File: config.mk
export PLATFORM = sky130hd
export DESIGN_NAME = sstg_regs
export DESIGN_NICKNAME = d
export VERILOG_FILES = /design/src/common/sstg_pkg.sv /design/src/design/sstg_dbuf_reg.sv /design/src/design/sstg_regs.sv
export VERILOG_INCLUDE_DIRS = /design/src /design/src/common
export SDC_FILE = /design/constraint.sdc
export NUM_CORES = 1
export LEC_CHECK = 0
export BUFFER_PORTS_ARGS = -buffer_cell sky130_fd_sc_hd__clkbuf_2
export CELL_PAD_IN_SITES_DETAIL_PLACEMENT = 0
export CELL_PAD_IN_SITES_GLOBAL_PLACEMENT = 2
export CORE_AREA = 2 2 126 128
export DETAILED_ROUTE_END_ITERATION = 10
export DIE_AREA = 0 0 128 130
export GPL_ROUTABILITY_DRIVEN = 0
export GPL_TIMING_DRIVEN = 1
export PLACE_DENSITY_LB_ADDON = 0.1
export SYNTH_ARGS = -nofsm -noshare
export SYNTH_HDL_FRONTEND = slang
export SYNTH_SLANG_ARGS = --single-unit
File: constraint.sdc
create_clock -name clk -period 1.75 [get_ports clk]
set_input_delay 0.175 -clock clk [delete_from_list [all_inputs] [get_ports clk]]
set_output_delay 0.175 -clock clk [all_outputs]
set_load 0.05 [all_outputs]
File: src/common/sstg_params.svh
/*
 * Offsets, field positions, reset values and timing counts of the snapshot
 * time and gain register bank.
 * Assumes inclusion by the package and by the register bank, once each.
 */
`ifndef SSTG_PARAMS_SVH
`define SSTG_PARAMS_SVH

// register offsets on the serial control register port
`define SSTG_OFF_SNAP_HIGH 8'h31
`define SSTG_OFF_SNAP_LOW 8'h32
`define SSTG_OFF_BLK_CTRL 8'h40
`define SSTG_OFF_BLK_TARGET 8'h41
`define SSTG_OFF_GAIN 8'h42
`define SSTG_OFF_BLK_OFFSET 8'h43
`define SSTG_OFF_CHAN_MAP 8'h4A

// field positions
`define SSTG_BLK_DISABLE_BIT 3
`define SSTG_BLK_RATE_MSB 2
`define SSTG_BLK_RATE_LSB 0
`define SSTG_GAIN_MSB 6
`define SSTG_SNAP_LOW_MSB 6
`define SSTG_MAP0_MSB 7
`define SSTG_MAP0_LSB 6
`define SSTG_MAP1_MSB 5
`define SSTG_MAP1_LSB 4
`define SSTG_MAP2_MSB 3
`define SSTG_MAP2_LSB 2
`define SSTG_MAP3_MSB 1
`define SSTG_MAP3_LSB 0

// reset values
`define SSTG_RST_SNAP_HIGH 8'h00
`define SSTG_RST_SNAP_LOW 7'h00
`define SSTG_RST_BLK_CTRL 4'h0
`define SSTG_RST_BLK_TARGET 8'h00
`define SSTG_RST_GAIN 7'h00
`define SSTG_RST_BLK_OFFSET 8'h00
`define SSTG_RST_CHAN_MAP 8'h1B

// answer on an unmapped address
`define SSTG_UNMAPPED_DATA 8'h00

// capture timer counts one clock per unit of capture time
`define SSTG_SNAP_ZERO 15'h0000
`define SSTG_SNAP_ONE 15'h0001

`endif

File: src/common/sstg_pkg.sv
/*
 * Types shared by the snapshot time and gain register bank.
 * Assumes sstg_params.svh sits beside it on the include path.
 */
`include "sstg_params.svh"

package sstg_pkg;

	typedef logic [7:0] sstg_byte_t;
	typedef logic [14:0] sstg_snap_time_t;
	typedef logic [1:0] sstg_map_t;

	typedef enum logic [0:0]
	{
		SSTG_IDLE,
		SSTG_EXPOSE
	} sstg_snap_state_t;

endpackage

File: src/design/sstg_dbuf_reg.sv
/*
 * One double-buffered register: host writes land in a shadow copy, which
 * moves to the active copy only on a commit strobe.
 * Assumes commit and write come from logic on the same clock.
 */
`timescale 1ns/1ps

module sstg_dbuf_reg
	import sstg_pkg::*;
#(
	parameter int WIDTH = 8,
	parameter logic [WIDTH-1:0] RESET_VAL = '0
)
(
	// clock, reset and enable
	input wire logic clk,
	input wire logic rst_n,
	input wire logic ce,
	// host side
	input wire logic wr,
	input wire logic [WIDTH-1:0] wdata,
	output logic [WIDTH-1:0] shadow,
	// frame side
	input wire logic commit,
	output logic [WIDTH-1:0] active
);

	logic [WIDTH-1:0] shadow_q;
	logic [WIDTH-1:0] active_q;

	always_ff @(posedge clk)
	begin
		if (!rst_n)
			shadow_q <= RESET_VAL;
		else if (ce && wr)
			shadow_q <= wdata;
	end

	// a commit in the cycle of a write takes the older shadow; the write waits a frame
	always_ff @(posedge clk)
	begin
		if (!rst_n)
			active_q <= RESET_VAL;
		else if (ce && commit)
			active_q <= shadow_q;
	end

	assign shadow = shadow_q;
	assign active = active_q;

endmodule

File: src/design/sstg_regs.sv
/*
 * Snapshot capture time, black level and gain register bank, with the
 * snapshot capture timer that drives the external sync pulse.
 * Assumes the serial control decoder and frame timing share clk.
 */
// Behaviour
// - capture time bits 14:7 held read/write at 0x31.
// - capture time bits 6:0 at 0x32 bits 6:0; bit 7 reserved.
// - zero capture time: no external sync pulse, image readout still starts.
// - bit 3 of 0x40 set disables automatic black compensation; zero enables.
// - bits 2:0 of 0x40 select the black loop convergence rate.
// - eight-bit black level target held read/write at 0x41.
// - seven-bit analog gain code at 0x42, reset zero, 0.125 dB steps.
// - eight-bit read/write manual black offset register.
// - channel map 0x4A: four two-bit channel fields, reset 0x1B.
`timescale 1ns/1ps
`include "sstg_params.svh"

module sstg_regs
	import sstg_pkg::*;
(
	// clock, reset, enable
	input wire logic clk,
	input wire logic rst_n,
	input wire logic ce,
	// register port from the serial control decoder
	input wire logic reg_wr,
	input wire logic reg_rd,
	input wire logic [7:0] reg_addr,
	input wire logic [7:0] reg_wdata,
	output logic [7:0] reg_rdata,
	// frame timing
	input wire logic frame_start,
	input wire logic snap_start,
	output logic ext_sync,
	output logic readout_start,
	output logic snap_busy,
	output logic [14:0] snap_capture_time,
	// analog settings
	output logic black_comp_enable,
	output logic [2:0] black_loop_rate,
	output logic [7:0] black_target_value,
	output logic [6:0] analog_gain,
	output logic [7:0] manual_black_offset,
	output logic [1:0] channel_zero_map,
	output logic [1:0] channel_one_map,
	output logic [1:0] channel_two_map,
	output logic [1:0] channel_three_map
);

	////////////////////////////////////////////////////////////////////////////
	// address decode

	function automatic logic addr_hit(input logic [7:0] addr, input logic [7:0] off);
		addr_hit = (addr == off);
	endfunction

	wire logic hit_snap_high = addr_hit(reg_addr, `SSTG_OFF_SNAP_HIGH);
	wire logic hit_snap_low = addr_hit(reg_addr, `SSTG_OFF_SNAP_LOW);
	wire logic hit_blk_ctrl = addr_hit(reg_addr, `SSTG_OFF_BLK_CTRL);
	wire logic hit_blk_target = addr_hit(reg_addr, `SSTG_OFF_BLK_TARGET);
	wire logic hit_gain = addr_hit(reg_addr, `SSTG_OFF_GAIN);
	wire logic hit_blk_offset = addr_hit(reg_addr, `SSTG_OFF_BLK_OFFSET);
	wire logic hit_chan_map = addr_hit(reg_addr, `SSTG_OFF_CHAN_MAP);

	wire logic wr_en = ce && reg_wr;

	////////////////////////////////////////////////////////////////////////////
	// double-buffered capture time

	logic [7:0] snap_high_shadow;
	logic [7:0] snap_high_active;
	logic [6:0] snap_low_shadow;
	logic [6:0] snap_low_active;

	sstg_dbuf_reg #(
		.WIDTH(8),
		.RESET_VAL(`SSTG_RST_SNAP_HIGH)
	) u_snap_high (
		.clk(clk),
		.rst_n(rst_n),
		.ce(ce),
		.wr(reg_wr && hit_snap_high),
		.wdata(reg_wdata),
		.shadow(snap_high_shadow),
		.commit(frame_start),
		.active(snap_high_active)
	);

	// lower capture time bits, bit 7 dropped
	sstg_dbuf_reg #(
		.WIDTH(7),
		.RESET_VAL(`SSTG_RST_SNAP_LOW)
	) u_snap_low (
		.clk(clk),
		.rst_n(rst_n),
		.ce(ce),
		.wr(reg_wr && hit_snap_low),
		.wdata(reg_wdata[`SSTG_SNAP_LOW_MSB:0]),
		.shadow(snap_low_shadow),
		.commit(frame_start),
		.active(snap_low_active)
	);

	// both halves share one commit strobe
	assign snap_capture_time = {snap_high_active, snap_low_active};

	////////////////////////////////////////////////////////////////////////////
	// plain registers

	logic [3:0] blk_ctrl_q;
	logic [7:0] blk_target_q;
	logic [6:0] gain_q;
	logic [7:0] blk_offset_q;
	logic [7:0] chan_map_q;

	always_ff @(posedge clk)
	begin
		if (!rst_n)
			blk_ctrl_q <= `SSTG_RST_BLK_CTRL;
		else if (wr_en && hit_blk_ctrl)
			blk_ctrl_q <= reg_wdata[`SSTG_BLK_DISABLE_BIT:0];
	end

	always_ff @(posedge clk)
	begin
		if (!rst_n)
			blk_target_q <= `SSTG_RST_BLK_TARGET;
		else if (wr_en && hit_blk_target)
			blk_target_q <= reg_wdata;
	end

	always_ff @(posedge clk)
	begin
		if (!rst_n)
			gain_q <= `SSTG_RST_GAIN;
		else if (wr_en && hit_gain)
			gain_q <= reg_wdata[`SSTG_GAIN_MSB:0];
	end

	always_ff @(posedge clk)
	begin
		if (!rst_n)
			blk_offset_q <= `SSTG_RST_BLK_OFFSET;
		else if (wr_en && hit_blk_offset)
			blk_offset_q <= reg_wdata;
	end

	// channel map; a monochrome host clears it after reset
	always_ff @(posedge clk)
	begin
		if (!rst_n)
			chan_map_q <= `SSTG_RST_CHAN_MAP;
		else if (wr_en && hit_chan_map)
			chan_map_q <= reg_wdata;
	end

	// active-high disable turned into an enable
	assign black_comp_enable = !blk_ctrl_q[`SSTG_BLK_DISABLE_BIT];
	assign black_loop_rate = blk_ctrl_q[`SSTG_BLK_RATE_MSB:`SSTG_BLK_RATE_LSB];
	assign black_target_value = blk_target_q;
	assign analog_gain = gain_q;
	assign manual_black_offset = blk_offset_q;
	assign channel_zero_map = chan_map_q[`SSTG_MAP0_MSB:`SSTG_MAP0_LSB];
	assign channel_one_map = chan_map_q[`SSTG_MAP1_MSB:`SSTG_MAP1_LSB];
	assign channel_two_map = chan_map_q[`SSTG_MAP2_MSB:`SSTG_MAP2_LSB];
	assign channel_three_map = chan_map_q[`SSTG_MAP3_MSB:`SSTG_MAP3_LSB];

	////////////////////////////////////////////////////////////////////////////
	// read-back; snapshot registers return the shadow, i.e. what the host wrote

	logic [7:0] rdata_q;
	logic [7:0] rdata_d;

	assign rdata_d = hit_snap_high ? snap_high_shadow :
		hit_snap_low ? {1'b0, snap_low_shadow} :
		hit_blk_ctrl ? {4'h0, blk_ctrl_q} :
		hit_blk_target ? blk_target_q :
		hit_gain ? {1'b0, gain_q} :
		hit_blk_offset ? blk_offset_q :
		hit_chan_map ? chan_map_q :
		`SSTG_UNMAPPED_DATA;

	always_ff @(posedge clk)
	begin
		if (!rst_n)
			rdata_q <= `SSTG_UNMAPPED_DATA;
		else if (ce && reg_rd)
			rdata_q <= rdata_d;
	end

	assign reg_rdata = rdata_q;

	////////////////////////////////////////////////////////////////////////////
	// snapshot capture timer: one clock per unit of capture time

	sstg_snap_state_t state_q;
	sstg_snap_state_t state_d;
	logic [14:0] count_q;
	logic [14:0] count_d;
	logic sync_q;
	logic sync_d;
	logic readout_q;
	logic readout_d;

	wire logic snap_zero = (snap_capture_time == `SSTG_SNAP_ZERO);
	wire logic count_last = (count_q == `SSTG_SNAP_ONE);
	wire logic snap_take = (state_q == SSTG_IDLE) && snap_start;

	always_comb
	begin
		state_d = state_q;
		count_d = count_q;
		sync_d = sync_q;
		readout_d = 1'b0;
		case (state_q)
			SSTG_IDLE:
			begin
				if (snap_start)
				begin
					// zero time skips the sync pulse but still reads out
					if (snap_zero)
						readout_d = 1'b1;
					else
					begin
						state_d = SSTG_EXPOSE;
						count_d = snap_capture_time;
						sync_d = 1'b1;
					end
				end
			end
			SSTG_EXPOSE:
			begin
				count_d = count_q - `SSTG_SNAP_ONE;
				if (count_last)
				begin
					state_d = SSTG_IDLE;
					sync_d = 1'b0;
					readout_d = 1'b1;
				end
			end
			default:
			begin
				state_d = SSTG_IDLE;
				sync_d = 1'b0;
			end
		endcase
	end

	always_ff @(posedge clk)
	begin
		if (!rst_n)
		begin
			state_q <= SSTG_IDLE;
			count_q <= `SSTG_SNAP_ZERO;
			sync_q <= 1'b0;
			readout_q <= 1'b0;
		end
		else if (ce)
		begin
			state_q <= state_d;
			count_q <= count_d;
			sync_q <= sync_d;
			readout_q <= readout_d;
		end
	end

	assign ext_sync = sync_q;
	assign readout_start = readout_q;
	assign snap_busy = (state_q != SSTG_IDLE);
endmodule

=== Word-level counts from Yosys, hierarchy flattened ===
Index checks and enable logic that the tools add are counted.

* Register bits: 91
* Bits of input ports: 23
* Output and inout bits: 61
* Word-level logic and storage cells: 65

* Add/sub/neg operators: 1
* Bitwise operators: 1
* Reductions and logical operators: 16
* Muxes and demuxes: 22
* Equality and inequality tests: 11

{| class="wikitable"
|+ Operator list
! operator !! count
|-
| 8-bit 2-to-1 mux || 7
|-
| 8-bit by 7-bit equality test with 1-bit output, second input constant || 5
|-
| 15-bit 2-to-1 mux || 2
|-
| 15-bit case mux with 2 select lines || 1
|-
| 8-bit by 6-bit equality test with 1-bit output, second input constant || 2
|-
| 15-bit by 1-bit equality test with 1-bit output, second input constant || 1
|-
| 15-bit zero test || 1
|-
| 15-bit by 1-bit subtractor with 15-bit output, second input constant || 1
|-
| 1-bit logical AND || 12
|-
| 1-bit 2-to-1 mux || 9
|-
| 1-bit case mux with 2 select lines || 3
|-
| 2-bit inequality test, second input constant || 2
|-
| 4-bit AND reduction || 1
|-
| 3-bit AND reduction || 1
|-
| 2-bit by 1-bit inequality test with 1-bit output, second input constant || 1
|-
| 1-bit zero test || 1
|-
| 1-bit NOT || 1
|}

=== Depth between registers and ports, before layout ===
* Depth in word-level cells: 8
* Mapped depth: 8

=== By module ===
Synthesis repeated with hierarchy kept, for this count alone.

* Cell total of the unflattened synthesis: 529
* Area total of the unflattened synthesis: 4454.3 um2

{| class="wikitable"
|+ By module, submodules not included
! module !! times used !! sequential area each (um2) !! area an instance (um2) !! cells each
|-
| sstg_regs || 1 || 1221.2 || 3303.2 || 409
|-
| sstg_dbuf_reg at u_snap_high || 1 || 320.3 || 616.8 || 64
|-
| sstg_dbuf_reg at u_snap_low || 1 || 280.3 || 534.3 || 56
|}

=== Least setup slack after synthesis ===
OpenSTA, ideal clock, no wires.

* Path type: register -> register
* Start: reg u_snap_low.active_q[5] (netlist: u_snap_low.active[5])
* End: reg count_q[5]
* Data required time: 1.623 ns
* Clock period less this slack: 1.897 ns
* Cell stages (with the launch flop): 7
* Path slack: -0.147 ns
* Data arrival time: 1.770 ns
* Cells stage by stage: dfxtp_1 nor4_1 a41oi_1 nand2b_1 buf_2 mux2i_1 o21ai_1

* Longest elaborated chain between the ends: 3

{| class="wikitable"
|+ Ends and longest elaborated chain
! item !! RTL line !! RTL
|-
| start: declaration || sstg_dbuf_reg.sv:29 || <nowiki>logic [WIDTH-1:0] active_q;</nowiki>
|-
| start signal: assignment || sstg_dbuf_reg.sv:45 || <nowiki>active_q <= shadow_q;</nowiki>
|-
| 15-bit zero test (no source line) / 15-bit 2-to-1 mux (equally long branches) || n/a ||
|-
| 2-bit inequality test (no source line) / 15-bit 2-to-1 mux (equally long branches) || n/a ||
|-
| 3-bit AND reduction (no source line) / 15-bit case mux with 2 select lines (equally long branches) || n/a ||
|-
| end signal: assignment || sstg_regs.sv:255 || <nowiki>count_q <= `SSTG_SNAP_ZERO;</nowiki>
|-
| end signal: assignment || sstg_regs.sv:262 || <nowiki>count_q <= count_d;</nowiki>
|-
| end: declaration || sstg_regs.sv:199 || <nowiki>logic [14:0] count_q;</nowiki>
|}

Several ways; a longest one is shown, not always the timed one. The select of a mux whose other input is x is not followed.
A chain may end at the register's enable or synchronous reset.

=== Final worst setup path ===
* Start: reg count_q[4]
* End: reg count_q[12]

* Longest elaborated chain between the ends: 2

{| class="wikitable"
|+ Ends and longest elaborated chain
! item !! RTL line !! RTL
|-
| 15-bit by 1-bit subtractor with 15-bit output (no source line) || n/a ||
|-
| 15-bit case mux with 2 select lines || sstg_regs.sv:216 || <nowiki>case (state_q)</nowiki>
|}

Every way passes these cells.

==> metrics.txt <==
Synth Area in Compound Gates=17.3%; Avg Cell Area, Syn=8.33 sq um; Seq pwr share=45.2%; startpoint types=flip-flop; NetSw=1.08 mW; top cell type by total area after synthesis=dfxtp_1; Setup CP Type=reg -> reg; n_diodes=0; status=complete, but fails checks; Leakage=2.48 nW; combinational share of power=6.5%; RSZ-0062 raised after global routing=yes; Worst slew margin=58.2%; CP peak stage delay=0.56 ns; reg2reg start=count_q[4]; vias per inst=5.02; Ports=84; largest net degree at the start of global routing=47; Critical Path AT=2.00 ns; crit path cell chain=or4_4, nor3_4, nand3_2, o311ai_2, a21oi_1; row count=46; Initial Util=28.1%; R2R depth=5; fin nets=670; post-DP HPWL=11200 um; Post-DRT Antenna Nets=0; Max FO, Critical Path=5; XOR/XNOR share of the synthesized area=0%; total design power=4.62 mW; final WL=15000 um; share of the synthesized area in the top cell type=42.0%; clock root cell=clkbuf_16; hold path start=reg_wdata[7]; Pint=3.54 mW; average routed wire per standard cell=17.8 um; Clock Pin Slew Worst Setup and Hold Paths=0.07 ns; Async SR Flop Fraction=0%; Area Growth Syn to Fin=33.0%; Num CTS Buffers=9; global-route wire length before repair=23700 um; dominant cells by area after synthesis=dfxtp_1, mux2i_1, nand2_1; Seq/Total Area, Yosys=42.0%; die area=0.0166 sq mm; GR Overflow Total=0; Critical Path Slowest Stage Cell=or4_4; Hold Path Sink=chan_map_q[7]; H-tree depth=3; Cell Count, Final, Fillers Out=842; Yosys reg bits=91; EDFF count, synth=0; Max VDD drop=0.457 mV; Sw Share=23.3%; CTS tree=built; initial antenna violation count=0; max-slew violations=0; flop2flop setup slack=-0.05 ns; commonest non-fill, non-tap cell in the layout=clkbuf_2; most frequent cells in the layout=clkbuf_2, nand2_1, dfxtp_1; Total GRT Usage=18.6%; Synth Cell Area=0.00434 sq mm; hold_buf cts=0; layout cells sized above 1=31.7%; Ys Warns=0; most frequently used flop master after synthesis=dfxtp_1; core area=0.0154 sq mm; RR Endpoint=count_q[12]; clk_lat worst skew=0.35 ns; worst hold stages=3; Sink Count=91; CP Capture Type=flip-flop; CTS max path bufs=2; WP data required=1.96 ns; Worst Max-Slew Pin Slew=0.626 ns; fmax=556 MHz; Final Hold Fails=0; Die X=128 um; fin crit share=103%; combinational family with the most area after synthesis=simple AND/OR/NAND/NOR gates; Syn Nets=546; Power Density=800 mW/mm^2; Vias=4226; PnR worst setup slack=-0.0471 ns; setup repair bufs after CTS=0; Syn Inst Count=521; Die Y=130 um; failing checks=negative setup slack; Layout Skew=0.00716 ns; Buffers on Ports=83; Synth Area in Adders=0.576%; first drt pass iteration count=4; Synth cell types=55; Clock power frac=48.3%; post-synthesis simple-gate area fraction=25.9%; Worst Hold Class=in -> reg; final count of negative-setup-slack endpoints=1; placed insts=826; mux share of post-synthesis cell area=9.68%; Initial DRC Count=210; Layout Utilization=37.4%; fin crit period=1.80 ns; vias in the first global route=4260; Max Cap Violations=0; # DRC=0
==> synth_stat cells (2+ instances only) <==
| cell | number |
|---|---|
| o21ai_0 | 23 |
| dfxtp_1 | 91 |
| a21oi_1 | 46 |
| o21ai_1 | 5 |
| nor3_1 | 14 |
| a32oi_1 | 4 |
| a31oi_1 | 4 |
| buf_4 | 5 |
| nand3_1 | 23 |
| o221a_1 | 2 |
| a221oi_1 | 4 |
| nor2_1 | 58 |
| and2_1 | 5 |
| nand3b_1 | 2 |
| mux2i_1 | 42 |
| nand3_2 | 4 |
| nor3_2 | 3 |
| nand4_1 | 8 |
| nand2b_1 | 3 |
| nor4b_4 | 2 |
| nand2_1 | 77 |
| buf_2 | 4 |
| clkbuf_1 | 24 |
| o32ai_1 | 5 |
| ha_1 | 2 |
| nor3_4 | 2 |
| nor2b_1 | 5 |
| nor4_1 | 5 |
| o2bb2ai_1 | 6 |
| a22oi_1 | 2 |
| inv_1 | 11 |
| o21a_1 | 2 |
| o211ai_1 | 5 |
| o31ai_1 | 2 |
==> power by group through the flow <==
stage          combinational [mW]  clock (mW)  sequential [mW]
3_3_place_gp                0.302           0             2.14
4_1_cts                     0.302        2.31             2.09
3_5_place_dp                0.301           0             2.14
6_report                    0.298        2.23             2.09
2_1_floorplan               0.124           0             2.17
5_1_grt                     0.324        2.37             2.09
==> how the worst max path moves through the flow <==
| stage | cells past startpoint | startpoint | end | slack (ns) |
|---|---|---|---|---|
| after floorplan | 6 | count_q[4] | count_q[12] | 0.03 |
| after global placement | 7 | u_snap_high.active[7] | count_q[12] | -0.04 |
| after global routing | 5 | count_q[4] | count_q[12] | -0.16 |
| final | 5 | count_q[4] | count_q[12] | -0.05 |
| after CTS | 5 | count_q[4] | count_q[12] | -0.06 |
| after detailed placement | 5 | count_q[4] | count_q[12] | -0.04 |
==> per-layer routing <==
metal	up-vias	track usage (%)	wire length, um
met5	-	0	0
met4	0	8.34	359
met3	23	2.79	534
met2	95	33.1	7580
met1	1992	22.5	6510
li1	2116	-	-
==> cells by family (layout without fill, tap and decap cells) <==
kind of cell,after synthesis,after routing
DFF,91,91
buffers and inverters,45,174
muxes,42,42
and+or+nand+nor,222,222
adders and majority gates,2,2
AOI/OAI and AO/OA,119,119
==> final cells by class <==
type / count / area [sq um]
multi-input combinational: 385 / 2370
sequential: 91 / 1840
fill: 1634 / 9650
timing repair buffer: 147 / 937
clock inverter: 3 / 68.8
clock buffer: 13 / 270
tap: 192 / 240
inverter: 11 / 41.3
==> flip-flops by register name, summed over array words and instances (netlist names) <==
| register | count |
|---|---|
| analog_gain | 7 |
| black_target_value | 8 |
| blk_ctrl_q | 4 |
| chan_map_q | 8 |
| count_q | 15 |
| ext_sync | 1 |
| manual_black_offset | 8 |
| readout_start | 1 |
| reg_rdata | 8 |
| snap_busy | 1 |
| u_snap_high.active | 8 |
| u_snap_high.shadow | 8 |
| u_snap_low.active | 7 |
| u_snap_low.shadow | 7 |
==> worst max-delay path: cells and delay by family (launching register included) <==
| family | cells | cell delay [ns] |
|---|---|---|
| AND/OR/NAND/NOR | 3 | 0.97 |
| AO/OA/AOI/OAI | 2 | 0.37 |
| flip-flops | 1 | 0.32 |
==> what timing repair did <==
action | 4_1_cts | 5_1_grt
endpoints found under the setup margin | 5 | 15
pin swaps | 0 | 9
resized for setup | 3 | 8
==> per-stage QoR <==
stage                     worst slack, ns  setup TNS [ns]  hold slack (ns)  instance area, sq um
final                             -0.0471         -0.0471            0.121                  5770
after floorplan                    0.0287               0            0.315                  4360
after detailed placement          -0.0438         -0.0778            0.461                  5380
after global placement            -0.0391         -0.0879            0.461                  5380
after global routing               -0.157          -0.556            0.140                  5770
after CTS                         -0.0588         -0.0588            0.111                  5740
No activity file was read; power rests on OpenSTA's default activity.
